$ cat src/core/hp_pkg.sv
/*
 * Shared constants, types and state codes for the host port address/data
 * register block, its FIFOs and its memory.
 * Assumes a single clock domain; host_port_regs, word_fifo and the bench import this package.
 */
package hp_pkg;

    // ---------------------------------------------------------------
    // Widths, depths and counts
    // ---------------------------------------------------------------
    localparam int          WORD_W        = 32;
    localparam int          HALF_W        = 16;
    localparam int          FIFO_DEPTH    = 32;
    localparam int          FIFO_AW       = 5;
    localparam int          BYTE_SHIFT    = 2;
    localparam logic [31:0] ADDR_STEP     = 32'h0000_0001;

    // ---------------------------------------------------------------
    // Host register select codes and control field positions
    // ---------------------------------------------------------------
    localparam logic [1:0]  SEL_CTRL      = 2'h0;
    localparam logic [1:0]  SEL_RADDR     = 2'h1;
    localparam logic [1:0]  SEL_WADDR     = 2'h2;
    localparam logic [1:0]  SEL_DATA      = 2'h3;
    localparam int          CTRL_ORDER_BIT = 0;
    localparam int          CTRL_FETCH_BIT = 4;

    // ---------------------------------------------------------------
    // Values after reset
    // ---------------------------------------------------------------
    localparam logic [31:0] ADDR_RESET    = 32'h0000_0000;
    localparam logic [31:0] DATA_RESET    = 32'h0000_0000;
    localparam logic        ORDER_RESET   = 1'b0;

    // ---------------------------------------------------------------
    // Types
    // ---------------------------------------------------------------
    typedef struct packed {
        logic [1:0]  sel;
        logic        rd;
        logic        second;
        logic [31:0] data;
    } host_acc_s;

    typedef enum logic [0:0] {
        H_IDLE = 1'b0,
        H_EXEC = 1'b1
    } host_state_e;

    typedef enum logic [1:0] {
        D_IDLE  = 2'b00,
        D_WRITE = 2'b01,
        D_READ  = 2'b10
    } dma_state_e;

endpackage

$ cat src/core/host_port_regs.sv
/*
 * Host port address and data registers with read/write FIFOs and the DMA
 * engine that moves words between them and internal memory.
 * Assumes host pins are asynchronous to MCLK and held stable around the
 * strobe; DMA and local CPU ports are synchronous to MCLK.
 */
`timescale 1ns/1ps
module host_port_regs (
    // Clock and reset
    input  wire logic        MCLK,
    input  wire logic        RSTN,
    // Host multiplexed bus pins
    input  wire logic        HSTB_N,
    input  wire logic [1:0]  HSEL,
    input  wire logic        HRW,
    input  wire logic        HHALF,
    input  wire logic [31:0] HD_IN,
    output logic      [31:0] HD_OUT,
    output logic             HD_OE,
    output logic             HRDY,
    // Mode straps
    input  wire logic        MODE16,
    input  wire logic        DUAL_ADDR,
    // Local CPU read port for the address registers
    input  wire logic        CPU_RD,
    input  wire logic        CPU_SEL,
    output logic      [31:0] CPU_RDATA,
    // Internal memory DMA port
    output logic             DMA_REQ,
    output logic             DMA_WE,
    output logic      [31:0] DMA_ADDR,
    output logic      [31:0] DMA_WDATA,
    input  wire logic        DMA_ACK,
    input  wire logic [31:0] DMA_RDATA
);
    import hp_pkg::*;

    // ---------------------------------------------------------------
    // Pin synchronisers
    // ---------------------------------------------------------------
    host_acc_s   pin_m_r, pin_s_r;
    logic [3:0]  lvl_m_r, lvl_s_r;
    logic        stb_d_r;
    logic        stb_n_s, rw_s, mode16_s, dual_s, stb_fall;

    // Two flops on every pin; only the second stage is used by logic
    always_ff @(posedge MCLK or negedge RSTN) begin
        if (!RSTN) begin
            pin_m_r <= '0;
            pin_s_r <= '0;
            lvl_m_r <= 4'h1;
            lvl_s_r <= 4'h1;
            stb_d_r <= 1'b1;
        end else begin
            pin_m_r <= '{sel: HSEL, rd: HRW, second: HHALF, data: HD_IN};
            pin_s_r <= pin_m_r;
            lvl_m_r <= {MODE16, DUAL_ADDR, HRW, HSTB_N};
            lvl_s_r <= lvl_m_r;
            stb_d_r <= stb_n_s;
        end
    end

    assign stb_n_s  = lvl_s_r[0];
    assign rw_s     = lvl_s_r[1];
    assign dual_s   = lvl_s_r[2];
    assign mode16_s = lvl_s_r[3];
    assign stb_fall = stb_d_r && !stb_n_s;

    // ---------------------------------------------------------------
    // FIFOs between the data register and the DMA engine
    // ---------------------------------------------------------------
    logic        wf_in_valid, wf_in_ready, wf_out_valid, wf_out_ready;
    logic [31:0] wf_in_data, wf_out_data;
    logic        rf_in_valid, rf_in_ready, rf_out_valid, rf_out_ready;
    logic [31:0] rf_out_data;
    logic        ra_written;

    // Host data writes land here; DMA drains it
    word_fifo #(.W(WORD_W), .DEPTH(FIFO_DEPTH), .AW(FIFO_AW)) u_wfifo (
        .clk       (MCLK),
        .rst_n     (RSTN),
        .flush     (1'b0),
        .in_valid  (wf_in_valid),
        .in_ready  (wf_in_ready),
        .in_data   (wf_in_data),
        .out_valid (wf_out_valid),
        .out_ready (wf_out_ready),
        .out_data  (wf_out_data)
    );

    // DMA fills this ahead of host data reads; a new read address flushes it
    word_fifo #(.W(WORD_W), .DEPTH(FIFO_DEPTH), .AW(FIFO_AW)) u_rfifo (
        .clk       (MCLK),
        .rst_n     (RSTN),
        .flush     (ra_written),
        .in_valid  (rf_in_valid),
        .in_ready  (rf_in_ready),
        .in_data   (DMA_RDATA),
        .out_valid (rf_out_valid),
        .out_ready (rf_out_ready),
        .out_data  (rf_out_data)
    );

    // ---------------------------------------------------------------
    // Host side: registers and access sequencing
    // ---------------------------------------------------------------
    host_state_e hst_r, hst_nxt;
    host_acc_s   acc_r, acc_nxt;
    logic [31:0] waddr_r, waddr_nxt, raddr_r, raddr_nxt;
    logic [31:0] data_r, data_nxt;
    logic        order_r, order_nxt, prefetch_r, prefetch_nxt;
    logic [31:0] hd_out_r, hd_out_nxt, cpu_rdata_r, cpu_rdata_nxt;
    logic        hd_oe_r, hd_oe_nxt, hrdy_r, hrdy_nxt;
    logic        wa_inc, ra_inc;

    // Place one host piece into a word: whole word, or the chosen half
    function automatic logic [31:0] put_half(input logic [31:0] old, input logic [31:0] d,
                                             input logic m16, input logic hi);
        if (!m16)
            put_half = d;
        else if (hi)
            put_half = {d[15:0], old[15:0]};
        else
            put_half = {old[31:16], d[15:0]};
    endfunction

    always_comb begin
        logic        hi, last, first;
        logic [31:0] merged, src;
        hi            = (acc_r.second == order_r);
        last          = !mode16_s || acc_r.second;
        first         = !mode16_s || !acc_r.second;
        merged        = '0;
        src           = '0;
        hst_nxt       = hst_r;
        acc_nxt       = acc_r;
        waddr_nxt     = wa_inc ? waddr_r + ADDR_STEP : waddr_r;
        raddr_nxt     = ra_inc ? raddr_r + ADDR_STEP : raddr_r;
        data_nxt      = data_r;
        order_nxt     = order_r;
        prefetch_nxt  = prefetch_r;
        ra_written    = 1'b0;
        wf_in_valid   = 1'b0;
        wf_in_data    = data_r;
        rf_out_ready  = 1'b0;
        unique case (hst_r)
            H_IDLE: begin
                if (stb_fall) begin
                    acc_nxt = pin_s_r;
                    hst_nxt = H_EXEC;
                end
            end
            H_EXEC: begin
                hst_nxt = H_IDLE;
                unique case (acc_r.sel)
                    SEL_CTRL: begin
                        if (!acc_r.rd) begin
                            merged    = put_half({27'h0, 1'b0, 3'h0, order_r}, acc_r.data, mode16_s, hi);
                            order_nxt = merged[CTRL_ORDER_BIT];
                            if (merged[CTRL_FETCH_BIT]) prefetch_nxt = 1'b1;
                        end
                    end
                    SEL_RADDR, SEL_WADDR: begin
                        // Host owns both address registers; local CPU path is read only
                        if (!acc_r.rd) begin
                            merged = put_half((acc_r.sel == SEL_RADDR) ? raddr_r : waddr_r,
                                              acc_r.data, mode16_s, hi);
                            if (acc_r.sel == SEL_RADDR || !dual_s) begin
                                raddr_nxt    = merged;
                                ra_written   = 1'b1;
                                prefetch_nxt = 1'b0;
                            end
                            if (acc_r.sel == SEL_WADDR || !dual_s) begin
                                waddr_nxt = merged;
                            end
                        end
                    end
                    SEL_DATA: begin
                        if (!acc_r.rd) begin
                            merged = put_half(data_r, acc_r.data, mode16_s, hi);
                            if (last) begin
                                // Whole word only; stall on a full write FIFO
                                wf_in_data  = merged;
                                wf_in_valid = 1'b1;
                                if (wf_in_ready) data_nxt = merged;
                                else hst_nxt = H_EXEC;
                            end else begin
                                data_nxt = merged;
                            end
                        end else if (first) begin
                            // Word must be in the data register before any half goes out
                            rf_out_ready = 1'b1;
                            if (rf_out_valid) begin
                                data_nxt = rf_out_data;
                            end else begin
                                prefetch_nxt = 1'b1;
                                hst_nxt      = H_EXEC;
                            end
                        end
                    end
                    default: ;
                endcase
            end
        endcase
        // Read value for the selected register; prefetch bit always reads 0
        unique case (acc_r.sel)
            SEL_CTRL:  src = {31'h0, order_r};
            SEL_RADDR: src = raddr_r;
            SEL_WADDR: src = waddr_r;
            default:   src = data_r;
        endcase
        hd_out_nxt    = mode16_s ? {16'h0, hi ? src[31:16] : src[15:0]} : src;
        hd_oe_nxt     = !stb_n_s && rw_s;
        hrdy_nxt      = (hst_r == H_IDLE);
        // Local CPU sees addresses only; nothing reaches the data register
        cpu_rdata_nxt = CPU_RD ? (CPU_SEL ? raddr_r : waddr_r) : cpu_rdata_r;
    end

    // Hardware reset clears every register of this group except hrdy_r, which resets high
    always_ff @(posedge MCLK or negedge RSTN) begin
        if (!RSTN) begin
            hst_r       <= H_IDLE;
            acc_r       <= '0;
            waddr_r     <= ADDR_RESET;
            raddr_r     <= ADDR_RESET;
            data_r      <= DATA_RESET;
            order_r     <= ORDER_RESET;
            prefetch_r  <= 1'b0;
            hd_out_r    <= DATA_RESET;
            hd_oe_r     <= 1'b0;
            hrdy_r      <= 1'b1;
            cpu_rdata_r <= ADDR_RESET;
        end else begin
            hst_r       <= hst_nxt;
            acc_r       <= acc_nxt;
            waddr_r     <= waddr_nxt;
            raddr_r     <= raddr_nxt;
            data_r      <= data_nxt;
            order_r     <= order_nxt;
            prefetch_r  <= prefetch_nxt;
            hd_out_r    <= hd_out_nxt;
            hd_oe_r     <= hd_oe_nxt;
            hrdy_r      <= hrdy_nxt;
            cpu_rdata_r <= cpu_rdata_nxt;
        end
    end

    // ---------------------------------------------------------------
    // DMA engine: one outstanding access, writes before prefetch reads
    // ---------------------------------------------------------------
    dma_state_e  dst_r, dst_nxt;
    logic        dreq_r, dreq_nxt, dwe_r, dwe_nxt, stale_r, stale_nxt;
    logic [31:0] daddr_r, daddr_nxt, dwdata_r, dwdata_nxt;

    always_comb begin
        dst_nxt      = dst_r;
        dreq_nxt     = dreq_r;
        dwe_nxt      = dwe_r;
        daddr_nxt    = daddr_r;
        dwdata_nxt   = dwdata_r;
        stale_nxt    = stale_r || ra_written;
        wf_out_ready = 1'b0;
        rf_in_valid  = 1'b0;
        wa_inc       = 1'b0;
        ra_inc       = 1'b0;
        unique case (dst_r)
            D_IDLE: begin
                stale_nxt = 1'b0;
                if (wf_out_valid) begin
                    wf_out_ready = 1'b1;
                    dreq_nxt     = 1'b1;
                    dwe_nxt      = 1'b1;
                    daddr_nxt    = waddr_r << BYTE_SHIFT;
                    dwdata_nxt   = wf_out_data;
                    dst_nxt      = D_WRITE;
                end else if (prefetch_r && rf_in_ready && !ra_written) begin
                    dreq_nxt  = 1'b1;
                    dwe_nxt   = 1'b0;
                    daddr_nxt = raddr_r << BYTE_SHIFT;
                    dst_nxt   = D_READ;
                end
            end
            D_WRITE: begin
                if (DMA_ACK) begin
                    dreq_nxt = 1'b0;
                    dwe_nxt  = 1'b0;
                    wa_inc   = 1'b1;
                    dst_nxt  = D_IDLE;
                end
            end
            D_READ: begin
                // A read address rewritten mid-fetch makes this word stale
                if (DMA_ACK) begin
                    rf_in_valid = !stale_nxt;
                    ra_inc      = !stale_nxt;
                    dreq_nxt    = 1'b0;
                    dst_nxt     = D_IDLE;
                end
            end
            default: begin
                dreq_nxt = 1'b0;
                dwe_nxt  = 1'b0;
                dst_nxt  = D_IDLE;
            end
        endcase
    end

    always_ff @(posedge MCLK or negedge RSTN) begin
        if (!RSTN) begin
            dst_r    <= D_IDLE;
            dreq_r   <= 1'b0;
            dwe_r    <= 1'b0;
            daddr_r  <= ADDR_RESET;
            dwdata_r <= DATA_RESET;
            stale_r  <= 1'b0;
        end else begin
            dst_r    <= dst_nxt;
            dreq_r   <= dreq_nxt;
            dwe_r    <= dwe_nxt;
            daddr_r  <= daddr_nxt;
            dwdata_r <= dwdata_nxt;
            stale_r  <= stale_nxt;
        end
    end

    // ---------------------------------------------------------------
    // Outputs, all from flops
    // ---------------------------------------------------------------
    assign HD_OUT    = hd_out_r;
    assign HD_OE     = hd_oe_r;
    assign HRDY      = hrdy_r;
    assign CPU_RDATA = cpu_rdata_r;
    assign DMA_REQ   = dreq_r;
    assign DMA_WE    = dwe_r;
    assign DMA_ADDR  = daddr_r;
    assign DMA_WDATA = dwdata_r;
endmodule

$ cat src/core/word_fifo.sv
/*
 * Show-ahead FIFO with valid/ready on both sides and a synchronous flush.
 * Assumes one clock; head word is held in the memory's read register.
 */
`timescale 1ns/1ps
module word_fifo
    import hp_pkg::*;
#(
    parameter int W     = 32,
    parameter int DEPTH = 32,
    parameter int AW    = 5
) (
    // Clock and reset
    input  wire logic         clk,
    input  wire logic         rst_n,
    input  wire logic         flush,
    // Fill side
    input  wire logic         in_valid,
    output logic              in_ready,
    input  wire logic [W-1:0] in_data,
    // Drain side
    output logic              out_valid,
    input  wire logic         out_ready,
    output logic      [W-1:0] out_data
);
    logic [AW-1:0] wp_r, wp_nxt, rp_r, rp_nxt;
    logic [AW:0]   cnt_r, cnt_nxt;
    logic          push, pop;

    // Honest flags straight from the occupancy count
    assign in_ready  = (cnt_r != (AW+1)'(DEPTH));
    assign out_valid = (cnt_r != '0);
    assign push      = in_valid && in_ready && !flush;
    assign pop       = out_valid && out_ready && !flush;

    // Pointer and count update; flush empties without touching storage
    always_comb begin
        wp_nxt  = wp_r;
        rp_nxt  = rp_r;
        cnt_nxt = cnt_r;
        if (flush) begin
            wp_nxt  = '0;
            rp_nxt  = '0;
            cnt_nxt = '0;
        end else begin
            if (push) wp_nxt = wp_r + AW'(1);
            if (pop)  rp_nxt = rp_r + AW'(1);
            cnt_nxt = cnt_r + (AW+1)'(push) - (AW+1)'(pop);
        end
    end

    always_ff @(posedge clk or negedge rst_n) begin
        if (!rst_n) begin
            wp_r  <= '0;
            rp_r  <= '0;
            cnt_r <= '0;
        end else begin
            wp_r  <= wp_nxt;
            rp_r  <= rp_nxt;
            cnt_r <= cnt_nxt;
        end
    end

    // Memory reads the next head so out_data always shows rp_r's word
    word_mem #(.W(W), .AW(AW)) u_mem (
        .clk   (clk),
        .we    (push),
        .waddr (wp_r),
        .wdata (in_data),
        .raddr (rp_nxt),
        .rdata (out_data)
    );
endmodule

$ cat src/core/word_mem.sv
/*
 * Small two-port word memory with registered read data.
 * Assumes one clock; a read of the address being written returns new data.
 */
`timescale 1ns/1ps
module word_mem #(
    parameter int W  = 32,
    parameter int AW = 5
) (
    // Clock
    input  wire logic          clk,
    // Write port
    input  wire logic          we,
    input  wire logic [AW-1:0] waddr,
    input  wire logic [W-1:0]  wdata,
    // Read port
    input  wire logic [AW-1:0] raddr,
    output logic      [W-1:0]  rdata
);
    logic [W-1:0] mem [0:(1<<AW)-1];
    logic [W-1:0] rdata_nxt;

    // Write-through so a FIFO head written while empty is seen at once
    always_comb begin
        rdata_nxt = (we && (waddr == raddr)) ? wdata : mem[raddr];
    end

    // Storage has no reset; contents are only read behind a valid count
    always_ff @(posedge clk) begin
        if (we) begin
            mem[waddr] <= wdata;
        end
        rdata <= rdata_nxt;
    end
endmodule

$ cat config.mk
export PLATFORM = sky130hd
export DESIGN_NAME = host_port_regs
export DESIGN_NICKNAME = d
export VERILOG_FILES = /design/src/core/hp_pkg.sv /design/src/core/host_port_regs.sv /design/src/core/word_fifo.sv /design/src/core/word_mem.sv
export SDC_FILE = /design/constraint.sdc
export NUM_CORES = 2
export LEC_CHECK = 0
export BUFFER_PORTS_ARGS = -buffer_cell sky130_fd_sc_hd__buf_4
export CORE_MARGIN = 1
export CORE_UTILIZATION = 50
export CTS_CLUSTER_SIZE = 16
export DETAILED_ROUTE_END_ITERATION = 8
export GPL_ROUTABILITY_DRIVEN = 0
export PLACE_DENSITY = 0.67
export SLEW_MARGIN = 20
export SYNTH_ARGS = -nofsm -noshare
export SYNTH_HDL_FRONTEND = slang
export SYNTH_SLANG_ARGS = --single-unit
$ cat constraint.sdc
create_clock -name MCLK -period 5.8 [get_ports MCLK]
set_input_delay 0.58 -clock MCLK [delete_from_list [all_inputs] [get_ports MCLK]]
set_output_delay 0.58 -clock MCLK [all_outputs]
set_load 0.1 [all_outputs]
* Word-level counts from Yosys, hierarchy flattened
Memory sizes are Yosys's and may differ from the RTL's. A register that Yosys moved wholly into a read port is not among the register bits.
Index checks and enable logic that the tools add are counted.
** Storage, ports and cells
- Bits in registers :: 383
- Bits in latches :: 0
- Bits in writable memories :: 2048
- Bits in read-only memories :: 0
- Input port bits :: 76
- Output and inout bits :: 132
- Word-level logic and storage cells :: 202
- Memories :: 2
** Cells by class
- Add/sub/neg operators :: 10
- Multipliers :: 0
- Divide/modulo/power cells :: 0
- Order comparisons :: 0
- Equal/unequal tests :: 22
- Shift operators :: 0
- Multiplexer cells :: 91
- Bitwise logic cells :: 3
- Reduce and logical (&&, ||, !) cells :: 37
** Memory list
- u_rfifo.u_mem.mem :: depth 32, width 32, rd ports 1, clocked after Yosys merged registers in 1, write ports 1, line word_mem.sv:20 : logic [W-1:0] mem [0:(1<<AW)-1];
- u_wfifo.u_mem.mem :: depth 32, width 32, rd ports 1, clocked after Yosys merged registers in 1, write ports 1, line word_mem.sv:20
** Operators with widths (count)
- $mux W32 :: 28
- $pmux W32 S3 :: 1
- $add A32 B1 Y32 const B :: 2
- $mux W5 :: 10
- $mux W1 :: 42
- $add A5 B1 Y5 const B :: 4
- $mux W16 :: 1
- $ne A2 B2 Y1 const B :: 7
- $add A6 B1 Y6 :: 2
- $ne A6 B6 Y1 const B :: 2
- $reduce_bool A6 Y1 :: 2
- $sub A6 B1 Y6 :: 2
- $logic_and A1 B1 Y1 :: 10
- $ne A2 B1 Y1 const B :: 4
- $reduce_and A2 Y1 :: 4
- $reduce_and A8 Y1 :: 1
- $eq A2 B2 Y1 const B :: 3
- $logic_not A1 Y1 :: 6
- $mux W2 :: 3
- $mux W6 :: 1
- $ne A3 B2 Y1 const B :: 2
- $pmux W1 S3 :: 2
- $logic_or A1 B1 Y1 :: 5
- $ne A5 B5 Y1 const B :: 1
- 11 further kinds :: 18

* Logic depth before layout (Yosys ltp)
- Depth in word-level cells :: 15
- Gate-level depth with buffers :: 15
- Gate-level depth less buffers :: 15

* By module
Synthesis repeated with hierarchy kept, for this count alone.
** Second synthesis, totals
- Cell total of the unflattened synthesis :: 6187
- Area total of the unflattened synthesis :: 98390.6 um2
** By module, submodules not included
- word_mem :: instances 2, cells an instance 2233, area each 39952.1 um2, sequential area each 30849.6 um2
- host_port_regs :: instances 1, cells an instance 1507, area each 16412.0 um2, sequential area each 8688.3 um2
- word_fifo :: instances 2, cells an instance 107, area each 1037.2 um2, sequential area each 400.4 um2

* Least setup slack after synthesis
OpenSTA, ideal clock, no wires.
- Path type :: reg-to-reg
- Start point :: reg acc_r[34] in the netlist's numbering
- End point :: mem u_rfifo.u_mem.mem[15][0], enable pin
- Library setup time :: 421 ps
- Arrival :: 3221 ps
- Required time :: 5379 ps
- Path slack :: 2157 ps
- Cell stages (with the launch flop) :: 9
- Path buffers :: 2
- Clock period less this slack :: 3643 ps
- Cell sequence :: dfrtp_1 inv_1 ha_1 and3b_1 buf_2 a211oi_1 buf_2 nand2_1 nor2_1
** Between the ends
- Word-level cells in the longest chain between the ends :: 14
- Elaborated cells between the ends (all ways) :: 17
- Those cells by class :: 2 x eq/ne; 8 x mux; 7 x reduce/logical
** RTL lines
- start, declared :: line host_port_regs.sv:108 : host_acc_s acc_r, acc_nxt;
- start signal, assigned :: line host_port_regs.sv:235 : acc_r <= acc_nxt;
- $eq A2 B1 Y1 :: line host_port_regs.sv:155, host_port_regs.sv:168
- $logic_or A1 B1 Y1 :: line host_port_regs.sv:168 : if (acc_r.sel == SEL_RADDR || !dual_s) begin
- $mux W1 :: line host_port_regs.sv:168
- $mux W1 :: line host_port_regs.sv:165 : if (!acc_r.rd) begin
- $mux W1 (*) :: line host_port_regs.sv:155 : unique case (acc_r.sel)
- $mux W1 (*) :: line host_port_regs.sv:146 : unique case (hst_r)
- $logic_or A1 B1 Y1 :: line host_port_regs.sv:261 : stale_nxt = stale_r || ra_written;
- $logic_not A1 Y1 :: line host_port_regs.sv:294 : rf_in_valid = !stale_nxt;
- $mux W1 :: line host_port_regs.sv:293 : if (DMA_ACK) begin
- $mux W1 :: line host_port_regs.sv:266 : unique case (dst_r)
- $logic_and A1 B1 Y1 :: line word_fifo.sv:33 : assign push = in_valid && in_ready && !flush;
- $logic_and A1 B1 Y1 (*) :: line word_fifo.sv:33
- $mux W1 (*) :: line word_mem.sv:30 : if (we) begin
- $mux W1 (implied by the code) (*) :: line word_mem.sv:31 : mem[waddr] <= wdata;
- end, declared :: line word_mem.sv:20
Mark *: on every way between the ends. The rest lies on a longest branch, timed or not.

* Worst setup path after layout
- Start point :: reg acc_r[33] in the netlist's numbering
- End point :: mem u_rfifo.u_mem.mem[8][25], enable pin
** Between the ends
- Word-level cells in the longest chain between the ends :: 11
- Elaborated cells between the ends (all ways) :: 12
- Those cells by class :: 7 x mux; 5 x reduce/logical
** RTL lines (line)
- $mux W1 (*) :: host_port_regs.sv:165
- $mux W1 (*) :: host_port_regs.sv:155
- $mux W1 (*) :: host_port_regs.sv:146
- $logic_or A1 B1 Y1 :: host_port_regs.sv:261
- $logic_not A1 Y1 :: host_port_regs.sv:294
- $mux W1 :: host_port_regs.sv:293
- $mux W1 :: host_port_regs.sv:266
- $logic_and A1 B1 Y1 :: word_fifo.sv:33
- $logic_and A1 B1 Y1 (*) :: word_fifo.sv:33
- $mux W1 (*) :: word_mem.sv:30
- $mux W1 (implied by the code) (*) :: word_mem.sv:31
Marks and branches as above.

==> qor.yml <==
status: "complete, no violations"
cts_buffer_depth: 3
synth_area_leader_cell: "edfxtp_1"
finClkSkew_ns: 0.06474
synth_area_leaders: "edfxtp_1 64%, mux4_2 10%, dfrtp_1 9.8%, mux2_2 3.5%, o22ai_1 1.7%"
pwr-share-comb_pct: 27.0
firstDrtPassIters: 6
route.antenna.remaining_nets: 0
htree_levels: 4
clk_pin_slew_ns: 0.07
yosysWarnings: 0
nets: 5480
grt_pass1_vias: 49700
start_kind: "register"
port_buffers: 205
numClockSinks: 2437
finalNonFillerCells: 8084
wire_per_inst_um: 28.99
fmax_mhz: 235.8
drt-total-wl_um: 234300
p_int_mw: 34.20
cts_tree: "done"
p_leak_nw: 36.05
seq_area_frac_synth_pct: 74.18
initialDrtViolationCount: 5516
worstMarginPinSlew_ns: 1.081
hold-worst-slack_ns: 0.1434
grt_pass1_wl_um: 343600
syn-cell-area_sq_um: 95970
cellPowerDensity_nw_per_um2: 470.4
seqPwrFrac_pct: 43.6
p_sw_mw: 17.20
crit_required_ns: 6.33
synthArstFlopShare_pct: 15.55
rows: 160
vias_per_cell: 6.120
setup_viol: 0
start_util_pct: 50.41
timing.setup.tns_ns: 0
hold_viol: 0
ys_ff_latch: 2437
synth.most_common_cell: "edfxtp_1"
core_sq_um: 190400
grt_max_degree: 158
grtUsageTotal_pct: 24.30
drc: 0
netlist_instances: 5081
die_h_um: 440.1
clkLatencyLatePin_ns: 0.88
p_total_mw: 51.40
cts_buffers: 235
drive_gt1_share_pct: 27.69
grt_setup_unrepaired: "false"
die_w_um: 440.1
cts_setup_buffers: 0
ctsResizeCount: 0
slew-limit-headroom_pct: 27.29
synth.distinct_cells: 65
hold_class: "input port to register"
critPathKind: "register to register"
dpl.hpwl_um: 146200
p_clk_share_pct: 29.4
clockRootBuffer: "clkbuf_16"
path_max_fanout: 24
die-area_sq_um: 193700
crit_path_end_kind: "register"
drv_slew: 0
synthFlopType: "edfxtp_1"
switching_share_pct: 33.47
antenna_found_initial: 7
synth_area_per_cell_sq_um: 18.89
vdd_drop_max_v: 0.0005340
timing.final.crit_period_ns: 4.240
drv_cap: 0
place_inst: 7580
synth-edff-count: 2048
num_vias: 49470
period_share_pct: 73.11
syn_to_final_growth_pct: 13.88
io_pins: 208
critPathArrivalTime_ns: 4.77
grt_overflow: 0
synth_common_cells: "2048 x edfxtp_1, 439 x mux4_2, 375 x dfrtp_1, 298 x mux2_2, 258 x o22ai_1"
synth_top_area_share_pct: 64.08
-- registers in the layout (all words and copies together) (netlist names), 5 cells and up, named ones only --
name	cells
u_wfifo.wp_r	5
u_rfifo.rp_r	5
u_rfifo.wp_r	5
u_wfifo.rp_r	5
u_rfifo.cnt_r	6
CPU_RDATA	32
DMA_WDATA	32
DMA_ADDR	30
HD_OUT	32
acc_r	36
u_rfifo.u_mem.mem	1024
u_wfifo.u_mem.mem	1024
pin_s_r	35
u_wfifo.cnt_r	6
raddr_r	32
data_r	32
pin_m_r	35
waddr_r	32
-- per-stage QoR --
stage               cell area, sq um  setup WS [ns]  util [%]
floorplan                      95970          2.157         -
global placement              100400          1.737     52.73
detailed placement            100700          1.694     52.92
CTS                           108800          1.630     57.17
global route                  109300          1.449     57.40
finish                        109300          1.560     57.40
-- cell type report --
| type | instances | area, sq um |
|---|---|---|
| fill | 13900 | 81100 |
| tap | 2511 | 3142 |
| timing repair buffer | 373 | 3571 |
| clock buffer | 316 | 6510 |
| sequential | 2437 | 71210 |
| antenna | 4 | 10.01 |
| clock inverter | 127 | 1192 |
| multi-input combinational | 2273 | 23490 |
| inverter | 43 | 161.4 |
-- kinds of logic (layout without fill, tap and decap cells) --
family                     count (synthesis)  count (layout)  synth area share (%)
and+or+nand+nor                          667             667                 3.257
buffers and inverters                    372             859                 1.931
AOI/OAI and AO/OA                        589             589                 3.759
DFF                                     2437            2437                 74.18
muxes                                    893             893                 15.58
xor gates and xnor gates                  81              81                0.7393
adders and majority gates                 41              41                0.5502
other                                      1               6              0.003908
-- worst max-delay path: stages (launching register included) --
cell	delay [ns]
dfrtp_1	0.92
and3b_1	0.38
a211oi_1	0.49
buf_4	0.30
nand2_1	0.50
nor2_4	0.95
buf_4	0.32
-- what timing repair did --
action / 4_1_cts / 5_1_grt
endpoints found under the hold margin: 130 / 0
hold buffers: 40 / 0
endpoints found under the setup margin: 0 / 0
-- worst paths after layout --
path | start | endpoint | slack (ns) | cells after the start
hold / removal | DMA_ACK | DMA_REQ$_DFFE_PN0P_ | 0.14 | 3
setup reg to reg | acc_r[33]$_DFFE_PN0P_ | u_rfifo.u_mem.mem[8][25]$_DFFE_PP_ | 1.56 | 6
hold reg to reg | pin_m_r[10]$_DFF_PN0_ | pin_s_r[10]$_DFF_PN0_ | 0.35 | 0
max in group asynchronous | RSTN | lvl_s_r[3]$_DFF_PN0_ | 3.93 | 3
setup / recovery | acc_r[33]$_DFFE_PN0P_ | u_rfifo.u_mem.mem[8][25]$_DFFE_PP_ | 1.56 | 6
min in group asynchronous | RSTN | lvl_m_r[1]$_DFF_PN0_ | 0.32 | 2
-- power by group through the flow --
stage          sequential [mW]  combinational, mW  clock, mW
2_1_floorplan             24.6               7.80          0
5_1_grt                   22.5               14.7       16.0
6_report                  22.4               13.9       15.1
3_3_place_gp              22.7               13.8          0
3_5_place_dp              22.7               14.0          0
4_1_cts                   22.4               14.0       15.3
-- routing by layer --
metal / up-vias / part of all wire (%) / track usage (%)
met1: 26190 / 42 / 34.67
met5: - / 0.0030 / 0
li1: 20990 / - / -
met4: 2 / 3.0 / 7.493
met3: 375 / 6.8 / 4.107
met2: 1916 / 48 / 38.53
-- placed cells by master (no fill, tap or decap), types with 15 or more instances in the layout --
| cell | synthesis | routed |
|---|---|---|
| clkbuf_8 | 0 | 24 |
| nor4_1 | 20 | 19 |
| inv_1 | 43 | 43 |
| nand3_1 | 25 | 24 |
| ha_1 | 39 | 37 |
| mux2i_1 | 147 | 147 |
| o21ai_0 | 96 | 95 |
| nor3_1 | 40 | 40 |
| o21ai_1 | 57 | 56 |
| a21oi_1 | 79 | 79 |
| o221a_2 | 16 | 16 |
| clkbuf_16 | 0 | 239 |
| buf_12 | 1 | 29 |
| buf_4 | 14 | 288 |
| clkinv_2 | 0 | 42 |
| dfrtp_1 | 375 | 374 |
| nand4_1 | 48 | 48 |
| clkinv_1 | 0 | 42 |
| a22oi_1 | 32 | 32 |
| or4_1 | 32 | 32 |
| mux4_2 | 439 | 439 |
| clkbuf_1 | 172 | 53 |
| mux2_2 | 298 | 298 |
| nor2_1 | 228 | 164 |
| edfxtp_1 | 2048 | 2048 |
| xor2_1 | 53 | 52 |
| dlygate4sd3_1 | 0 | 40 |
| buf_16 | 0 | 15 |
| nor2_4 | 0 | 64 |
| o22ai_1 | 258 | 258 |
| xnor2_1 | 28 | 27 |
| a21o_1 | 18 | 18 |
| a31oi_1 | 16 | 16 |
| nand2_1 | 204 | 201 |
No activity file was read; power rests on OpenSTA's default activity.
